==> src/hdl/etpsio_pkg.sv <==
package etpsio_pkg;

    // Clocking and reference
    localparam int unsigned CLK_FREQ_HZ   = 40_000_000;
    localparam int unsigned CLK_PERIOD_NS = 1_000_000_000 / CLK_FREQ_HZ;
    localparam int unsigned REF_FREQ_HZ   = 10_000_000;
    localparam int unsigned CLK_PER_REF   = CLK_FREQ_HZ / REF_FREQ_HZ;
    localparam int unsigned REF_TICKS_SEC = REF_FREQ_HZ;
    localparam int unsigned REF_TICKS_MS  = REF_FREQ_HZ / 1000;

    // Alignment lag window; compensation rounds the longest lag down
    localparam int unsigned ALIGN_LAG_MIN_NS = 15;
    localparam int unsigned ALIGN_LAG_MAX_NS = 50;
    localparam int unsigned ALIGN_COMP_CYC   =
        ALIGN_LAG_MAX_NS / CLK_PERIOD_NS;

    // Startup timing
    localparam int unsigned GLITCH_TIME_US = 1000;
    localparam int unsigned READY_TIME_MS  = 300;
    localparam int unsigned BOOT_TIME_MS   = 3000;
    localparam int unsigned GLITCH_CYC =
        GLITCH_TIME_US * (CLK_FREQ_HZ / 1_000_000);
    localparam int unsigned READY_CYC =
        READY_TIME_MS * (CLK_FREQ_HZ / 1000);
    localparam int unsigned BOOT_CYC =
        BOOT_TIME_MS * (CLK_FREQ_HZ / 1000);

    // Field widths
    localparam int unsigned N_EVT   = 2;
    localparam int unsigned SEC_W   = 32;
    localparam int unsigned TICK_W  = 24;
    localparam int unsigned PHASE_W = 2;
    localparam int unsigned MS_W    = 14;
    localparam int unsigned PER_W   = 8;
    localparam int unsigned WID_W   = 10;

    // Values after reset
    localparam logic [N_EVT-1:0] EVT_ENABLE_RST    = 2'h3;
    localparam logic [N_EVT-1:0] EVT_ACTIVE_LO_RST = 2'h0;
    localparam logic             PPS_ACTIVE_LO_RST = 1'b0;
    localparam logic [PER_W-1:0] PPS_PERIOD_RST    = 8'h01;
    localparam logic [WID_W-1:0] PPS_WIDTH_RST     = 10'h005;
    localparam logic [1:0]       GP_LEVEL_RST      = 2'h0;
    localparam logic [2:0]       LAMP_RST          = 3'h0;

    typedef enum logic [1:0] {
        ALIGN_NONE   = 2'h0,
        ALIGN_FIRST  = 2'h1,
        ALIGN_SECOND = 2'h2
    } etpsio_align_t;

    typedef enum logic [2:0] {
        ST_GLITCH = 3'h1,
        ST_FLOAT  = 3'h2,
        ST_RUN    = 3'h4
    } etpsio_boot_t;

endpackage

==> src/hdl/etpsio_top.sv <==
`timescale 1ns/1ps
`default_nettype none

// Functional notes
// - Two event inputs, time tagged finely
// - Software sets each input's edge polarity
// - Alignment source pulses realign the time base
// - Alignment lag held within 15 to 50 ns
// - 10 MHz reference, internal or external
// - Software sets pulse polarity, rate, width
// - Default pulse width is 5 ms
// - Startup: high 1 ms, float, then inactive
// - Ready rises about 300 ms after power
// - Ready high operating, low standby or reset
// - Two general outputs set by command
// - General outputs float during early boot
// - Three lamps, active high
// - Lamp levels valid only after boot
module etpsio_top #(
    parameter int unsigned GLITCH_CYCLES   = etpsio_pkg::GLITCH_CYC,
    parameter int unsigned READY_CYCLES    = etpsio_pkg::READY_CYC,
    parameter int unsigned BOOT_CYCLES     = etpsio_pkg::BOOT_CYC,
    parameter int unsigned TICKS_PER_SEC   = etpsio_pkg::REF_TICKS_SEC,
    parameter int unsigned TICKS_PER_MS    = etpsio_pkg::REF_TICKS_MS
) (
    input  wire logic                          clk,
    input  wire logic                          rst,
    input  wire logic                          eventInputFirst,
    input  wire logic                          eventInputSecond,
    input  wire logic                          refSelExternal,
    input  wire logic                          refExternalPin,
    input  wire logic                          standbyReq,
    input  wire logic                          eventCfgValid,
    input  wire logic                          eventCfgChan,
    input  wire logic                          eventCfgEnable,
    input  wire logic                          eventCfgActiveLow,
    input  wire logic                          alignSrcValid,
    input  wire logic [1:0]                    alignSrcSel,
    input  wire logic                          ppsCfgValid,
    input  wire logic                          ppsCfgActiveLow,
    input  wire logic [etpsio_pkg::PER_W-1:0]  ppsCfgPeriodSec,
    input  wire logic [etpsio_pkg::WID_W-1:0]  ppsCfgWidthMs,
    input  wire logic                          gpCmdValid,
    input  wire logic [1:0]                    gpCmdLevel,
    input  wire logic                          lampCmdValid,
    input  wire logic [2:0]                    lampCmdLevel,
    output logic                               evtValid,
    output logic                               evtSource,
    output logic [etpsio_pkg::SEC_W-1:0]       evtSeconds,
    output logic [etpsio_pkg::TICK_W-1:0]      evtTicks,
    output logic [etpsio_pkg::PHASE_W-1:0]     evtPhase,
    output logic                               secondPulseOut,
    output logic                               secondPulseOe,
    output logic                               generalOutputOne,
    output logic                               generalOutputTwo,
    output logic                               generalOutputOe,
    output logic                               statusLampOne,
    output logic                               statusLampTwo,
    output logic                               loggingLamp,
    output logic                               moduleReady,
    output logic                               bootDone
);
    import etpsio_pkg::*;

    // Channel mask of the alignment source; used for tagging and aligning
    function automatic logic [N_EVT-1:0] alignMask(etpsio_align_t sel);
        alignMask = {sel == ALIGN_SECOND, sel == ALIGN_FIRST};
    endfunction

    logic [N_EVT-1:0]   evtPin;
    logic [N_EVT-1:0]   evtHit;
    logic [N_EVT-1:0]   tagHit;
    logic               alignHit;
    logic               refRise;
    logic               refTick;
    logic               msTick;
    logic               secEdge;
    logic               halfPast;
    // Configuration
    logic [N_EVT-1:0]   evtEnable_ff, nxt_evtEnable;
    logic [N_EVT-1:0]   evtActLo_ff, nxt_evtActLo;
    etpsio_align_t      alignSel_ff, nxt_alignSel;
    logic               ppsActLo_ff, nxt_ppsActLo;
    logic [PER_W-1:0]   ppsPeriod_ff, nxt_ppsPeriod;
    logic [WID_W-1:0]   ppsWidth_ff, nxt_ppsWidth;
    logic [1:0]         gpLevel_ff, nxt_gpLevel;
    logic [2:0]         lamp_ff, nxt_lamp;
    // Time base
    logic [PHASE_W-1:0] phase_ff, nxt_phase;
    logic [TICK_W-1:0]  ticks_ff, nxt_ticks;
    logic [MS_W-1:0]    msCnt_ff, nxt_msCnt;
    logic [SEC_W-1:0]   sec_ff, nxt_sec;
    // Pulse generator
    logic [PER_W-1:0]   perCnt_ff, nxt_perCnt;
    logic [WID_W-1:0]   widCnt_ff, nxt_widCnt;
    logic               ppsAct_ff, nxt_ppsAct;
    // Startup sequencer
    etpsio_boot_t       boot_ff, nxt_boot;
    logic [31:0]        bootCnt_ff, nxt_bootCnt;
    logic               ready_ff, nxt_ready;
    logic               ppsPin_ff, nxt_ppsPin;
    logic               ppsOe_ff, nxt_ppsOe;
    logic               gpOe_ff, nxt_gpOe;
    // Event report
    logic [N_EVT-1:0]   holdV_ff, nxt_holdV;
    logic [SEC_W-1:0]   holdSec_ff [N_EVT];
    logic [SEC_W-1:0]   nxt_holdSec [N_EVT];
    logic [TICK_W-1:0]  holdTick_ff [N_EVT];
    logic [TICK_W-1:0]  nxt_holdTick [N_EVT];
    logic [PHASE_W-1:0] holdPh_ff [N_EVT];
    logic [PHASE_W-1:0] nxt_holdPh [N_EVT];
    logic               evtV_ff, nxt_evtV;
    logic               evtSrc_ff, nxt_evtSrc;
    logic [SEC_W-1:0]   evtSec_ff, nxt_evtSec;
    logic [TICK_W-1:0]  evtTick_ff, nxt_evtTick;
    logic [PHASE_W-1:0] evtPh_ff, nxt_evtPh;

    assign evtPin = {eventInputSecond, eventInputFirst};

    // Per-input synchronizer and edge selection
    genvar g;
    generate
        for (g = 0; g < N_EVT; g++) begin : gEvt
            etpsio_edge_sync uSync (
                .clk       (clk),
                .rst       (rst),
                .pin       (evtPin[g]),
                .activeLow (evtActLo_ff[g]),
                .edgeHit   (evtHit[g])
            );
        end
    endgenerate

    // External reference is sampled like any pin; rising edge is a tick
    etpsio_edge_sync uRefSync (
        .clk       (clk),
        .rst       (rst),
        .pin       (refExternalPin),
        .activeLow (1'b0),
        .edgeHit   (refRise)
    );

    // An input chosen as alignment source is not tagged
    assign tagHit   = evtHit & evtEnable_ff & ~alignMask(alignSel_ff);
    assign alignHit = |(evtHit & alignMask(alignSel_ff));

    // Configuration commands; an undefined source code means none
    always_comb begin
        nxt_evtEnable = evtEnable_ff;
        nxt_evtActLo  = evtActLo_ff;
        nxt_alignSel  = alignSel_ff;
        nxt_ppsActLo  = ppsActLo_ff;
        nxt_ppsPeriod = ppsPeriod_ff;
        nxt_ppsWidth  = ppsWidth_ff;
        nxt_gpLevel   = gpLevel_ff;
        nxt_lamp      = lamp_ff;
        if (eventCfgValid) begin
            nxt_evtEnable[eventCfgChan] = eventCfgEnable;
            nxt_evtActLo[eventCfgChan]  = eventCfgActiveLow;
        end
        if (alignSrcValid) begin
            nxt_alignSel = (alignSrcSel == 2'h3) ? ALIGN_NONE
                                                 : etpsio_align_t'(alignSrcSel);
        end
        if (ppsCfgValid) begin
            nxt_ppsActLo  = ppsCfgActiveLow;
            nxt_ppsPeriod = ppsCfgPeriodSec;
            nxt_ppsWidth  = ppsCfgWidthMs;
        end
        if (gpCmdValid) begin
            nxt_gpLevel = gpCmdLevel;
        end
        if (lampCmdValid) begin
            nxt_lamp = lampCmdLevel;
        end
    end

    always_ff @(posedge clk) begin
        if (rst) begin
            evtEnable_ff <= EVT_ENABLE_RST;
            evtActLo_ff  <= EVT_ACTIVE_LO_RST;
            alignSel_ff  <= ALIGN_NONE;
            ppsActLo_ff  <= PPS_ACTIVE_LO_RST;
            ppsPeriod_ff <= PPS_PERIOD_RST;
            ppsWidth_ff  <= PPS_WIDTH_RST;
            gpLevel_ff   <= GP_LEVEL_RST;
            lamp_ff      <= LAMP_RST;
        end else begin
            evtEnable_ff <= nxt_evtEnable;
            evtActLo_ff  <= nxt_evtActLo;
            alignSel_ff  <= nxt_alignSel;
            ppsActLo_ff  <= nxt_ppsActLo;
            ppsPeriod_ff <= nxt_ppsPeriod;
            ppsWidth_ff  <= nxt_ppsWidth;
            gpLevel_ff   <= nxt_gpLevel;
            lamp_ff      <= nxt_lamp;
        end
    end

    // Reference tick: internal divider or external edge
    assign refTick  = refSelExternal ? refRise
                    : (phase_ff == PHASE_W'(CLK_PER_REF - 1));
    assign msTick   = refTick && (msCnt_ff == MS_W'(TICKS_PER_MS - 1));
    assign halfPast = ticks_ff >= TICK_W'(TICKS_PER_SEC / 2);
    // An early alignment pulse counts as the next second, a late one not
    assign secEdge  = alignHit ? halfPast
                    : refTick && (ticks_ff == TICK_W'(TICKS_PER_SEC - 1));

    // Time base; phase saturates if an external reference stalls
    always_comb begin
        nxt_phase = (phase_ff == {PHASE_W{1'b1}}) ? phase_ff
                                                  : phase_ff + 1'b1;
        nxt_ticks = ticks_ff;
        nxt_msCnt = msCnt_ff;
        nxt_sec   = sec_ff;
        if (refTick) begin
            nxt_phase = '0;
            nxt_ticks = ticks_ff + 1'b1;
            nxt_msCnt = msTick ? '0 : msCnt_ff + 1'b1;
        end
        if (secEdge) begin
            nxt_ticks = '0;
            nxt_sec   = sec_ff + 1'b1;
        end
        // Preload the sync latency so the lag stays inside the window
        if (alignHit) begin
            nxt_phase = PHASE_W'(ALIGN_COMP_CYC);
            nxt_ticks = '0;
            nxt_msCnt = '0;
        end
    end

    always_ff @(posedge clk) begin
        if (rst) begin
            phase_ff <= '0;
            ticks_ff <= '0;
            msCnt_ff <= '0;
            sec_ff   <= '0;
        end else begin
            phase_ff <= nxt_phase;
            ticks_ff <= nxt_ticks;
            msCnt_ff <= nxt_msCnt;
            sec_ff   <= nxt_sec;
        end
    end

    // Pulse every ppsPeriod seconds, ppsWidth ms long; period 0 acts as 1
    always_comb begin
        nxt_perCnt = perCnt_ff;
        nxt_widCnt = widCnt_ff;
        nxt_ppsAct = ppsAct_ff;
        if (ppsAct_ff && msTick) begin
            nxt_widCnt = widCnt_ff + 1'b1;
            if (widCnt_ff + 1'b1 >= ppsWidth_ff) begin
                nxt_ppsAct = 1'b0;
            end
        end
        if (secEdge) begin
            if (perCnt_ff + 1'b1 >= ppsPeriod_ff) begin
                nxt_perCnt = '0;
                nxt_widCnt = '0;
                nxt_ppsAct = 1'b1;
            end else begin
                nxt_perCnt = perCnt_ff + 1'b1;
            end
        end
    end

    always_ff @(posedge clk) begin
        if (rst) begin
            perCnt_ff <= '0;
            widCnt_ff <= '0;
            ppsAct_ff <= 1'b0;
        end else begin
            perCnt_ff <= nxt_perCnt;
            widCnt_ff <= nxt_widCnt;
            ppsAct_ff <= nxt_ppsAct;
        end
    end

    // Startup sequencer; counter stops once the run state is reached
    always_comb begin
        nxt_bootCnt = (bootCnt_ff == 32'(BOOT_CYCLES - 1)) ? bootCnt_ff
                                                          : bootCnt_ff + 1;
        nxt_boot    = boot_ff;
        case (boot_ff)
            ST_GLITCH: begin
                if (bootCnt_ff == 32'(GLITCH_CYCLES - 1)) begin
                    nxt_boot = ST_FLOAT;
                end
            end
            ST_FLOAT: begin
                if (bootCnt_ff == 32'(BOOT_CYCLES - 1)) begin
                    nxt_boot = ST_RUN;
                end
            end
            ST_RUN: begin
                nxt_boot = ST_RUN;
            end
            default: begin
                nxt_boot = ST_GLITCH;
            end
        endcase
        nxt_ready = !standbyReq
                 && (bootCnt_ff >= 32'(READY_CYCLES - 1));
        // Pin drive follows the next state so output and state agree
        nxt_ppsOe  = (nxt_boot != ST_FLOAT);
        nxt_ppsPin = (nxt_boot == ST_GLITCH) ? 1'b1
                   : (nxt_boot == ST_RUN) && (nxt_ppsAct ^ nxt_ppsActLo);
        nxt_gpOe   = (nxt_boot == ST_RUN);
    end

    always_ff @(posedge clk) begin
        if (rst) begin
            boot_ff    <= ST_GLITCH;
            bootCnt_ff <= 32'h0000_0000;
            ready_ff   <= 1'b0;
            ppsPin_ff  <= 1'b1;
            ppsOe_ff   <= 1'b1;
            gpOe_ff    <= 1'b0;
        end else begin
            boot_ff    <= nxt_boot;
            bootCnt_ff <= nxt_bootCnt;
            ready_ff   <= nxt_ready;
            ppsPin_ff  <= nxt_ppsPin;
            ppsOe_ff   <= nxt_ppsOe;
            gpOe_ff    <= nxt_gpOe;
        end
    end

    // Each input holds one tag; inputs are spaced far apart so one
    // slot each never overflows. First input reports first.
    always_comb begin
        nxt_holdV    = holdV_ff;
        nxt_holdSec  = holdSec_ff;
        nxt_holdTick = holdTick_ff;
        nxt_holdPh   = holdPh_ff;
        nxt_evtV     = 1'b0;
        nxt_evtSrc   = evtSrc_ff;
        nxt_evtSec   = evtSec_ff;
        nxt_evtTick  = evtTick_ff;
        nxt_evtPh    = evtPh_ff;
        for (int i = 0; i < N_EVT; i++) begin
            if (holdV_ff[i] && !nxt_evtV) begin
                nxt_evtV     = 1'b1;
                nxt_evtSrc   = 1'(i);
                nxt_evtSec   = holdSec_ff[i];
                nxt_evtTick  = holdTick_ff[i];
                nxt_evtPh    = holdPh_ff[i];
                nxt_holdV[i] = 1'b0;
            end
        end
        // A new capture beats the clear of its slot
        for (int i = 0; i < N_EVT; i++) begin
            if (tagHit[i]) begin
                nxt_holdV[i]    = 1'b1;
                nxt_holdSec[i]  = sec_ff;
                nxt_holdTick[i] = ticks_ff;
                nxt_holdPh[i]   = phase_ff;
            end
        end
    end

    always_ff @(posedge clk) begin
        if (rst) begin
            holdV_ff    <= '0;
            holdSec_ff  <= '{default: '0};
            holdTick_ff <= '{default: '0};
            holdPh_ff   <= '{default: '0};
            evtV_ff     <= 1'b0;
            evtSrc_ff   <= 1'b0;
            evtSec_ff   <= '0;
            evtTick_ff  <= '0;
            evtPh_ff    <= '0;
        end else begin
            holdV_ff    <= nxt_holdV;
            holdSec_ff  <= nxt_holdSec;
            holdTick_ff <= nxt_holdTick;
            holdPh_ff   <= nxt_holdPh;
            evtV_ff     <= nxt_evtV;
            evtSrc_ff   <= nxt_evtSrc;
            evtSec_ff   <= nxt_evtSec;
            evtTick_ff  <= nxt_evtTick;
            evtPh_ff    <= nxt_evtPh;
        end
    end

    // Outputs; lamps read as lit when high
    assign evtValid         = evtV_ff;
    assign evtSource        = evtSrc_ff;
    assign evtSeconds       = evtSec_ff;
    assign evtTicks         = evtTick_ff;
    assign evtPhase         = evtPh_ff;
    assign secondPulseOut   = ppsPin_ff;
    assign secondPulseOe    = ppsOe_ff;
    assign generalOutputOne = gpLevel_ff[0];
    assign generalOutputTwo = gpLevel_ff[1];
    assign generalOutputOe  = gpOe_ff;
    assign statusLampOne    = lamp_ff[0];
    assign statusLampTwo    = lamp_ff[1];
    assign loggingLamp      = lamp_ff[2];
    assign moduleReady      = ready_ff;
    assign bootDone         = (boot_ff == ST_RUN);

    property p_ready_early;
        @(posedge clk) disable iff (rst)
        (bootCnt_ff < 32'(READY_CYCLES - 1)) |=> !moduleReady;
    endproperty
    a_ready_early: assert property (p_ready_early)
        else $error("ready raised before its delay");

    property p_ready_standby;
        @(posedge clk) disable iff (rst)
        standbyReq |=> !moduleReady ##0 (bootCnt_ff >= 32'(1));
    endproperty
    a_ready_standby: assert property (p_ready_standby)
        else $error("ready high during standby");

    property p_glitch_high;
        @(posedge clk) disable iff (rst)
        (boot_ff == ST_GLITCH) |-> secondPulseOe && secondPulseOut;
    endproperty
    a_glitch_high: assert property (p_glitch_high)
        else $error("pulse pin not driven high at startup");

    property p_float_z;
        @(posedge clk) disable iff (rst)
        $rose(boot_ff == ST_FLOAT) |-> !secondPulseOe
            && ($past(bootCnt_ff) == 32'(GLITCH_CYCLES - 1));
    endproperty
    a_float_z: assert property (p_float_z)
        else $error("pulse pin float entered at wrong time");

    property p_gp_float;
        @(posedge clk) disable iff (rst)
        !bootDone |-> !generalOutputOe;
    endproperty
    a_gp_float: assert property (p_gp_float)
        else $error("general outputs driven during boot");

    property p_pps_width;
        @(posedge clk) disable iff (rst)
        (ppsAct_ff && msTick && !secEdge
            && (widCnt_ff + 1'b1 < ppsWidth_ff)) |=> ppsAct_ff;
    endproperty
    a_pps_width: assert property (p_pps_width)
        else $error("pulse ended before programmed width");

    property p_pps_level;
        @(posedge clk) disable iff (rst)
        bootDone |-> secondPulseOe
            && (secondPulseOut == (ppsAct_ff ^ ppsActLo_ff));
    endproperty
    a_pps_level: assert property (p_pps_level)
        else $error("pulse pin level disagrees with polarity");

    property p_tag_first;
        @(posedge clk) disable iff (rst)
        tagHit[0] |-> ##2 (evtValid && !evtSource
            && evtSeconds == $past(sec_ff, 2));
    endproperty
    a_tag_first: assert property (p_tag_first)
        else $error("first input capture not reported");

    property p_align;
        @(posedge clk) disable iff (rst)
        alignHit |=> (phase_ff == PHASE_W'(ALIGN_COMP_CYC))
            && (ticks_ff == '0) && !$past(tagHit[0] && alignSel_ff
            == ALIGN_FIRST);
    endproperty
    a_align: assert property (p_align)
        else $error("time base not realigned by alignment pulse");

    property p_gp_level;
        @(posedge clk) disable iff (rst)
        gpCmdValid |=> {generalOutputTwo, generalOutputOne}
            == $past(gpCmdLevel);
    endproperty
    a_gp_level: assert property (p_gp_level)
        else $error("general output level not applied");

endmodule
`default_nettype wire

==> src/hdl/etpsio_edge_sync.sv <==
`timescale 1ns/1ps
`default_nettype none

module etpsio_edge_sync (
    input  wire logic clk,
    input  wire logic rst,
    input  wire logic pin,
    input  wire logic activeLow,
    output logic      edgeHit
);
    logic syncA_ff;
    logic syncB_ff;
    logic syncC_ff;
    logic nxt_syncA;
    logic nxt_syncB;
    logic nxt_syncC;

    // Two stages guard against metastability; syncB and syncC are decoded
    always_comb begin
        nxt_syncA = pin;
        nxt_syncB = syncA_ff;
        nxt_syncC = syncB_ff;
    end

    always_ff @(posedge clk) begin
        if (rst) begin
            syncA_ff <= 1'b0;
            syncB_ff <= 1'b0;
            syncC_ff <= 1'b0;
        end else begin
            syncA_ff <= nxt_syncA;
            syncB_ff <= nxt_syncB;
            syncC_ff <= nxt_syncC;
        end
    end

    // Selected edge: rising unless activeLow asks for falling
    assign edgeHit = (syncB_ff ^ activeLow) & ~(syncC_ff ^ activeLow);

endmodule
`default_nettype wire

==> config.mk <==
export PLATFORM = sky130hd
export DESIGN_NAME = etpsio_top
export DESIGN_NICKNAME = d
export VERILOG_FILES = /design/src/hdl/etpsio_pkg.sv /design/src/hdl/etpsio_top.sv /design/src/hdl/etpsio_edge_sync.sv
export SDC_FILE = /design/constraint.sdc
export NUM_CORES = 1
export LEC_CHECK = 0
export BUFFER_PORTS_ARGS = -buffer_cell sky130_fd_sc_hd__buf_2
export CAP_MARGIN = 25
export CORE_MARGIN = 3
export CORE_UTILIZATION = 45
export DETAILED_ROUTE_END_ITERATION = 8
export GPL_TIMING_DRIVEN = 0
export PLACE_DENSITY_LB_ADDON = 0.15
export SYNTH_ARGS = -nofsm -noshare
export SYNTH_HDL_FRONTEND = slang
export SYNTH_HIERARCHICAL = 1
export SYNTH_SLANG_ARGS = --single-unit
==> constraint.sdc <==
create_clock -name clk -period 2.93 [get_ports clk]
set_input_delay 0.1465 -clock clk [delete_from_list [all_inputs] [get_ports clk]]
set_output_delay 0.1465 -clock clk [all_outputs]
set_load 0.05 [all_outputs]
# Word-level counts from Yosys, hierarchy flattened
# Cells that the tools add are included.
# W data, S select, Z words.
# totals
ff_bits,347
inputBits,41
out_inout_bits,70
wordCells,139
# classes
addsub,7
magnitude_cmp,6
eq_ne,15
muxes,36
bitwise,15
reduce_logical,16
# ops
op,count
$add A32 B1 Y32 const B,2
$mux W32,2
$mux W24,2
$eq A32 B16 Y1 const B,1
$eq A32 B27 Y1 const B,1
$ge A32 B24 Y1 const B,1
$mux W10,3
$add A24 B1 Y24 const B,1
$eq A24 B24 Y1 const B,1
$ge A24 B23 Y1 const B,1
$mux W1,15
$add A14 B1 Y14 const B,1
$eq A14 B14 Y1 const B,1
$mux W14,1
$mux W2,6
$add A10 B1 Y10 const B,1
$ge A10 B10 Y1,1
$pmux W3 S3,1
$add A8 B1 Y8 const B,1
$ge A8 B8 Y1,1
$mux W8,1
$reduce_or A4 Y1,2
$logic_and A1 B1 Y1,7
$and A2 B2 Y2,3
other kinds (21),38

# Depth between registers and ports, before layout
# depth
ltp_word,10
mapped_depth,13
ltp_nobuf,13

# Cells and area by module
# The synthesis kept the hierarchy.
# modules_own_cells
mod,instances,cells_each,area_per_inst_um2,seq_area_each_um2
etpsio_top,1,1734,14288.7,6766.5
etpsio_edge_sync,3,9,101.3,60.1

# Worst setup path before layout
# Ideal clock, no wire load.
# synth_path
path_kind,reg2reg
startpoint,register widCnt_ff[0]
endpoint,register ppsPin_ff (netlist: secondPulseOut)
setup_time_ns,0.072
arrival_time_ns,2.644
required_ns,2.858
path_slack_ns,0.214
stages_incl_launch_ff,13
path_buffers,0
synth_period_minus_slack_ns,2.716
path_cell_list,dfxtp_1 -> ha_1 -> and3_1 -> and3_1 -> and3_1 -> xor2_1 -> ha_1 -> o21ai_0 -> or4_1 -> a31oi_1 -> o22ai_1 -> xor2_1 -> o21bai_1
# synth_between
elab_chain_cells,8
# synth_lines
element,line,text
start: declaration,etpsio_top.sv:95,"logic [WID_W-1:0] widCnt_ff, nxt_widCnt;"
start signal: assignment,etpsio_top.sv:276,widCnt_ff <= nxt_widCnt;
$add A10 B1 Y10 (*),etpsio_top.sv:254,if (widCnt_ff + 1'b1 >= ppsWidth_ff) begin
$ge A10 B10 Y1 (*),etpsio_top.sv:254,
$mux W1 (*),etpsio_top.sv:254,
$mux W1 (*),etpsio_top.sv:252,if (ppsAct_ff && msTick) begin
$mux W1,etpsio_top.sv:259,if (perCnt_ff + 1'b1 >= ppsPeriod_ff) begin
$mux W1 (*),etpsio_top.sv:258,if (secEdge) begin
$xor A1 B1 Y1 (*),etpsio_top.sv:309,: (nxt_boot == ST_RUN) && (nxt_ppsAct ^ nxt_ppsActLo);
$logic_and A1 B1 Y1 (*),etpsio_top.sv:309,
end signal: assignment,etpsio_top.sv:325,ppsPin_ff <= nxt_ppsPin;
end: declaration,etpsio_top.sv:101,"logic ppsPin_ff, nxt_ppsPin;"
# Every way passes the cells marked *; elsewhere a longest branch is shown, timed or not.
# A chain may end at the register's enable or synchronous reset.

# Worst setup path after layout
# Same ends and word-level chain as after synthesis.

==> impl_metrics.yaml <==
setup_path:
  cp_common_cell: "and3_4"
  crit_required_ps: 3370
  crit_path_end_kind: "register"
  cp_max_fo: 4
  cp.arrival_ps: 3370
  cp_slowest_stage_delay_ps: 520
  crit_type: "register to register"
  crit_path_start_kind: "register"
  crit_chain: "and3_4 > and3_4 > and3_4 > xor2_2 > ha_1 > and4_1 > o21ai_1 > or4_1 > a31oi_2 > o22ai_2 > xor2_1 > o21bai_1"
  slowest_stage: "or4_1"
clocking:
  clock_latency_ps: 530
  cts_root_buf: "clkbuf_16"
  clk_path_buf_depth: 3
  cts_htree_levels: 2
  path_clk_slew_ps: 60
  numCtsBuffers: 38
  cts_sinks: 347
  cts_tree: "yes"
placement:
  placed_cell_area_um2: 15700
  gp_congestion: 0.870
  dp_hpwl_um: 26000
  io_buffers: 110
routing:
  final_antenna_net_count: 0
  drt-pass1-iter-count: 6
  drt_iter0_markers: 724
  via_per_inst: 5.07
  drc: 0
  vias: 12300
  drt-total-wl_um: 36600
  wire_per_inst_um: 15.1
timing:
  final-max-slew-violation-count: 0
  fin_crit_ps: 2930
  fin_ws_ps: -2.25
  setup_viol: 1
  timing.fmax_mhz: 341
  slew_headroom_pct: 41.9
  hold_viol_final: 0
  period_share_pct: 100
  rsz0062_at_grt: "true"
  worstMarginPinSlew_ps: 871
  skew_ps: 16.6
  hold_slack_ps: 126
job:
  cap_violations: 0
yosys:
  ys_seq_elements: 347
  synth_warnings: 6
  yosysSeqAreaShare_pct: 47.6
  ys_types: 54
  synth_area_leader_cell: "dfxtp_1"
  synth_edf_count: 0
  synth_area_um2: 14600
  avgSynthCellArea_um2: 8.29
  synth_top_cell_area_share_pct: 47.6
  synth_flop_cell: "dfxtp_1"
  syn_inst: 1761
  async_flop_share_pct: 0
  synth_area_leaders: "dfxtp_1 (48%), nand2_1 (8.1%), a21oi_1 (7.1%), nor2_1 (6.9%), mux2i_1 (5.8%)"
grt:
  grt_pass1_wl_um: 59800
  antenna_found_initial: 2
  first_global_vias: 11800
  grt_overflow: 0
  grt_use_total_pct: 21.0
  grt_start_max_net_pins: 14
floorplanning:
  row_count: 65
  die_x_um: 186
  dieArea_um2: 34600
  start_util_pct: 45.9
  coreArea_um2: 31800
  pin_count: 111
  die_y_um: 186
cells_and_area:
  drive_gt1_share_pct: 10.8
  stdcell_area_um2: 17600
  fin_util_pct: 55.4
  mostFrequentLayoutCells: "dfxtp_1 (344), nand2_1 (313), nor2_1 (268), a21oi_1 (206), buf_2 (111)"
  finalNetCount: 2033
  syn_to_final_growth_pct: 20.6
  layout_commonest_cell: "dfxtp_1"
status:
  violations: "setup timing"
  status: "complete, but fails checks"
worst_hold_path:
  hp-class: "input port to register"
pwr:
  ir_drop_v: 0.000431
  p_per_area_nw_per_um2: 569
  p_leak_nw: 6.57
==> registers in the layout (all words and copies together), names as in the netlist, 10 cells and up <==
name	flops
msCnt_ff	14
widCnt_ff	10
evtSeconds	32
evtTicks	24
holdSec_ff	64
ppsWidth_ff	10
ticks_ff	24
bootCnt_ff	32
sec_ff	32
holdTick_ff	48
==> final cells by class <==
cell class / instances / area (µm²)
Timing Repair Buffer: 164 / 1080
Tap cell: 435 / 544
Fill cell: 2925 / 14200
Clock buffer: 57 / 1170
Antenna cell: 2 / 5.00
Multi-Input combinational cell: 1287 / 7280
Buffer: 97 / 387
Sequential cell: 347 / 6950
Inverter: 31 / 116
Clock inverter: 5 / 75.1
==> cell usage after synthesis, types with 2 or more instances <==
cell type	n
nand4_1	19
nor4_1	10
dfxtp_1	347
a2111oi_0	2
o22ai_1	2
mux2i_1	85
nand3_1	44
a21oi_1	207
xor2_1	67
inv_1	30
xnor2_1	42
nor3_1	33
and3_1	21
buf_2	2
clkbuf_1	83
or4_1	2
mux2_2	2
a211oi_1	3
nand3b_1	7
o21ai_2	4
or3_1	20
nor2_1	269
nor4b_1	4
buf_1	10
and2_1	10
and4b_1	3
or4b_1	3
o21ai_0	29
and4_1	10
ha_1	26
nor2b_1	11
nand2_1	313
nand2b_1	16
nor4_2	5
==> power by group <==
group,switching [W],internal [W],total [W],leakage [nW]
Sequential,0.0000352,0.00477,0.00480,2.80
Clock,0.00183,0.00290,0.00473,0.612
Combinational,0.000306,0.000172,0.000478,3.15
==> worst max-delay path: cells and delay by family (launching register included) <==
family | cells | cell delay (ps)
AOI/OAI and AO/OA | 4 | 590
xor gates and xnor gates | 2 | 320
adders and majority gates | 1 | 300
DFF | 1 | 360
and+or+nand+nor | 5 | 1290
==> stage by stage <==
stage | setup TNS, ps | instances | power [W] | setup slack [ps]
global route | -143 | 2425 | 0.0104 | -143
global placement | -1510 | 2307 | 0.00531 | -185
finish | -2.25 | 2425 | 0.0100 | -2.25
floorplan | 0 | 1762 | 0.00516 | 214
detailed placement | -2270 | 2308 | 0.00532 | -183
CTS | -16.5 | 2418 | 0.0101 | -16.5
==> cell families (layout without fill, tap and decap cells) <==
logic type / Yosys count / after routing / synth area share [%]
DFF: 347 / 347 / 47.6
and+or+nand+nor: 807 / 807 / 24.9
other: 1 / 4 / 0.0257
xor gates and xnor gates: 109 / 109 / 6.54
adders and majority gates: 26 / 26 / 2.23
muxes: 87 / 87 / 5.98
AOI/OAI and AO/OA: 256 / 256 / 9.35
buffers and inverters: 128 / 354 / 3.39
==> metal layers <==
| metal | vias to the layer above | share of wire, % | GRT usage (%) |
|---|---|---|---|
| li1 | 6300 | - | - |
| met1 | 5698 | 47 | 28.3 |
| met2 | 248 | 46 | 35.3 |
| met3 | 53 | 5.2 | 3.44 |
| met4 | 0 | 2.0 | 5.54 |
| met5 | - | 0 | 0 |
==> worst paths after layout <==
| path | startpoint | to | slack, ps | cells past startpoint |
|---|---|---|---|---|
| hold reg to reg | uRefSync/nxt_syncB | uRefSync/nxt_syncC | 440 | 1 |
| setup / recovery | widCnt_ff[0] | secondPulseOut | -2 | 12 |
| setup reg to reg | widCnt_ff[0] | secondPulseOut | -2 | 12 |
| hold / removal | ppsCfgValid | secondPulseOut | 130 | 4 |
==> timing repair <==
| action | CTS | global route |
|---|---|---|
| gates resized for setup | 12 | 24 |
| pin swaps | 2 | 9 |
| endpoints found under the hold margin | 40 | 0 |
| endpoints found under the setup margin | 21 | 30 |
| gates cloned | 0 | 0 |
| buffers inserted | 0 | 4 |
| hold buffers | 48 | 0 |
Note: power is estimated with default switching activity, not from simulation.
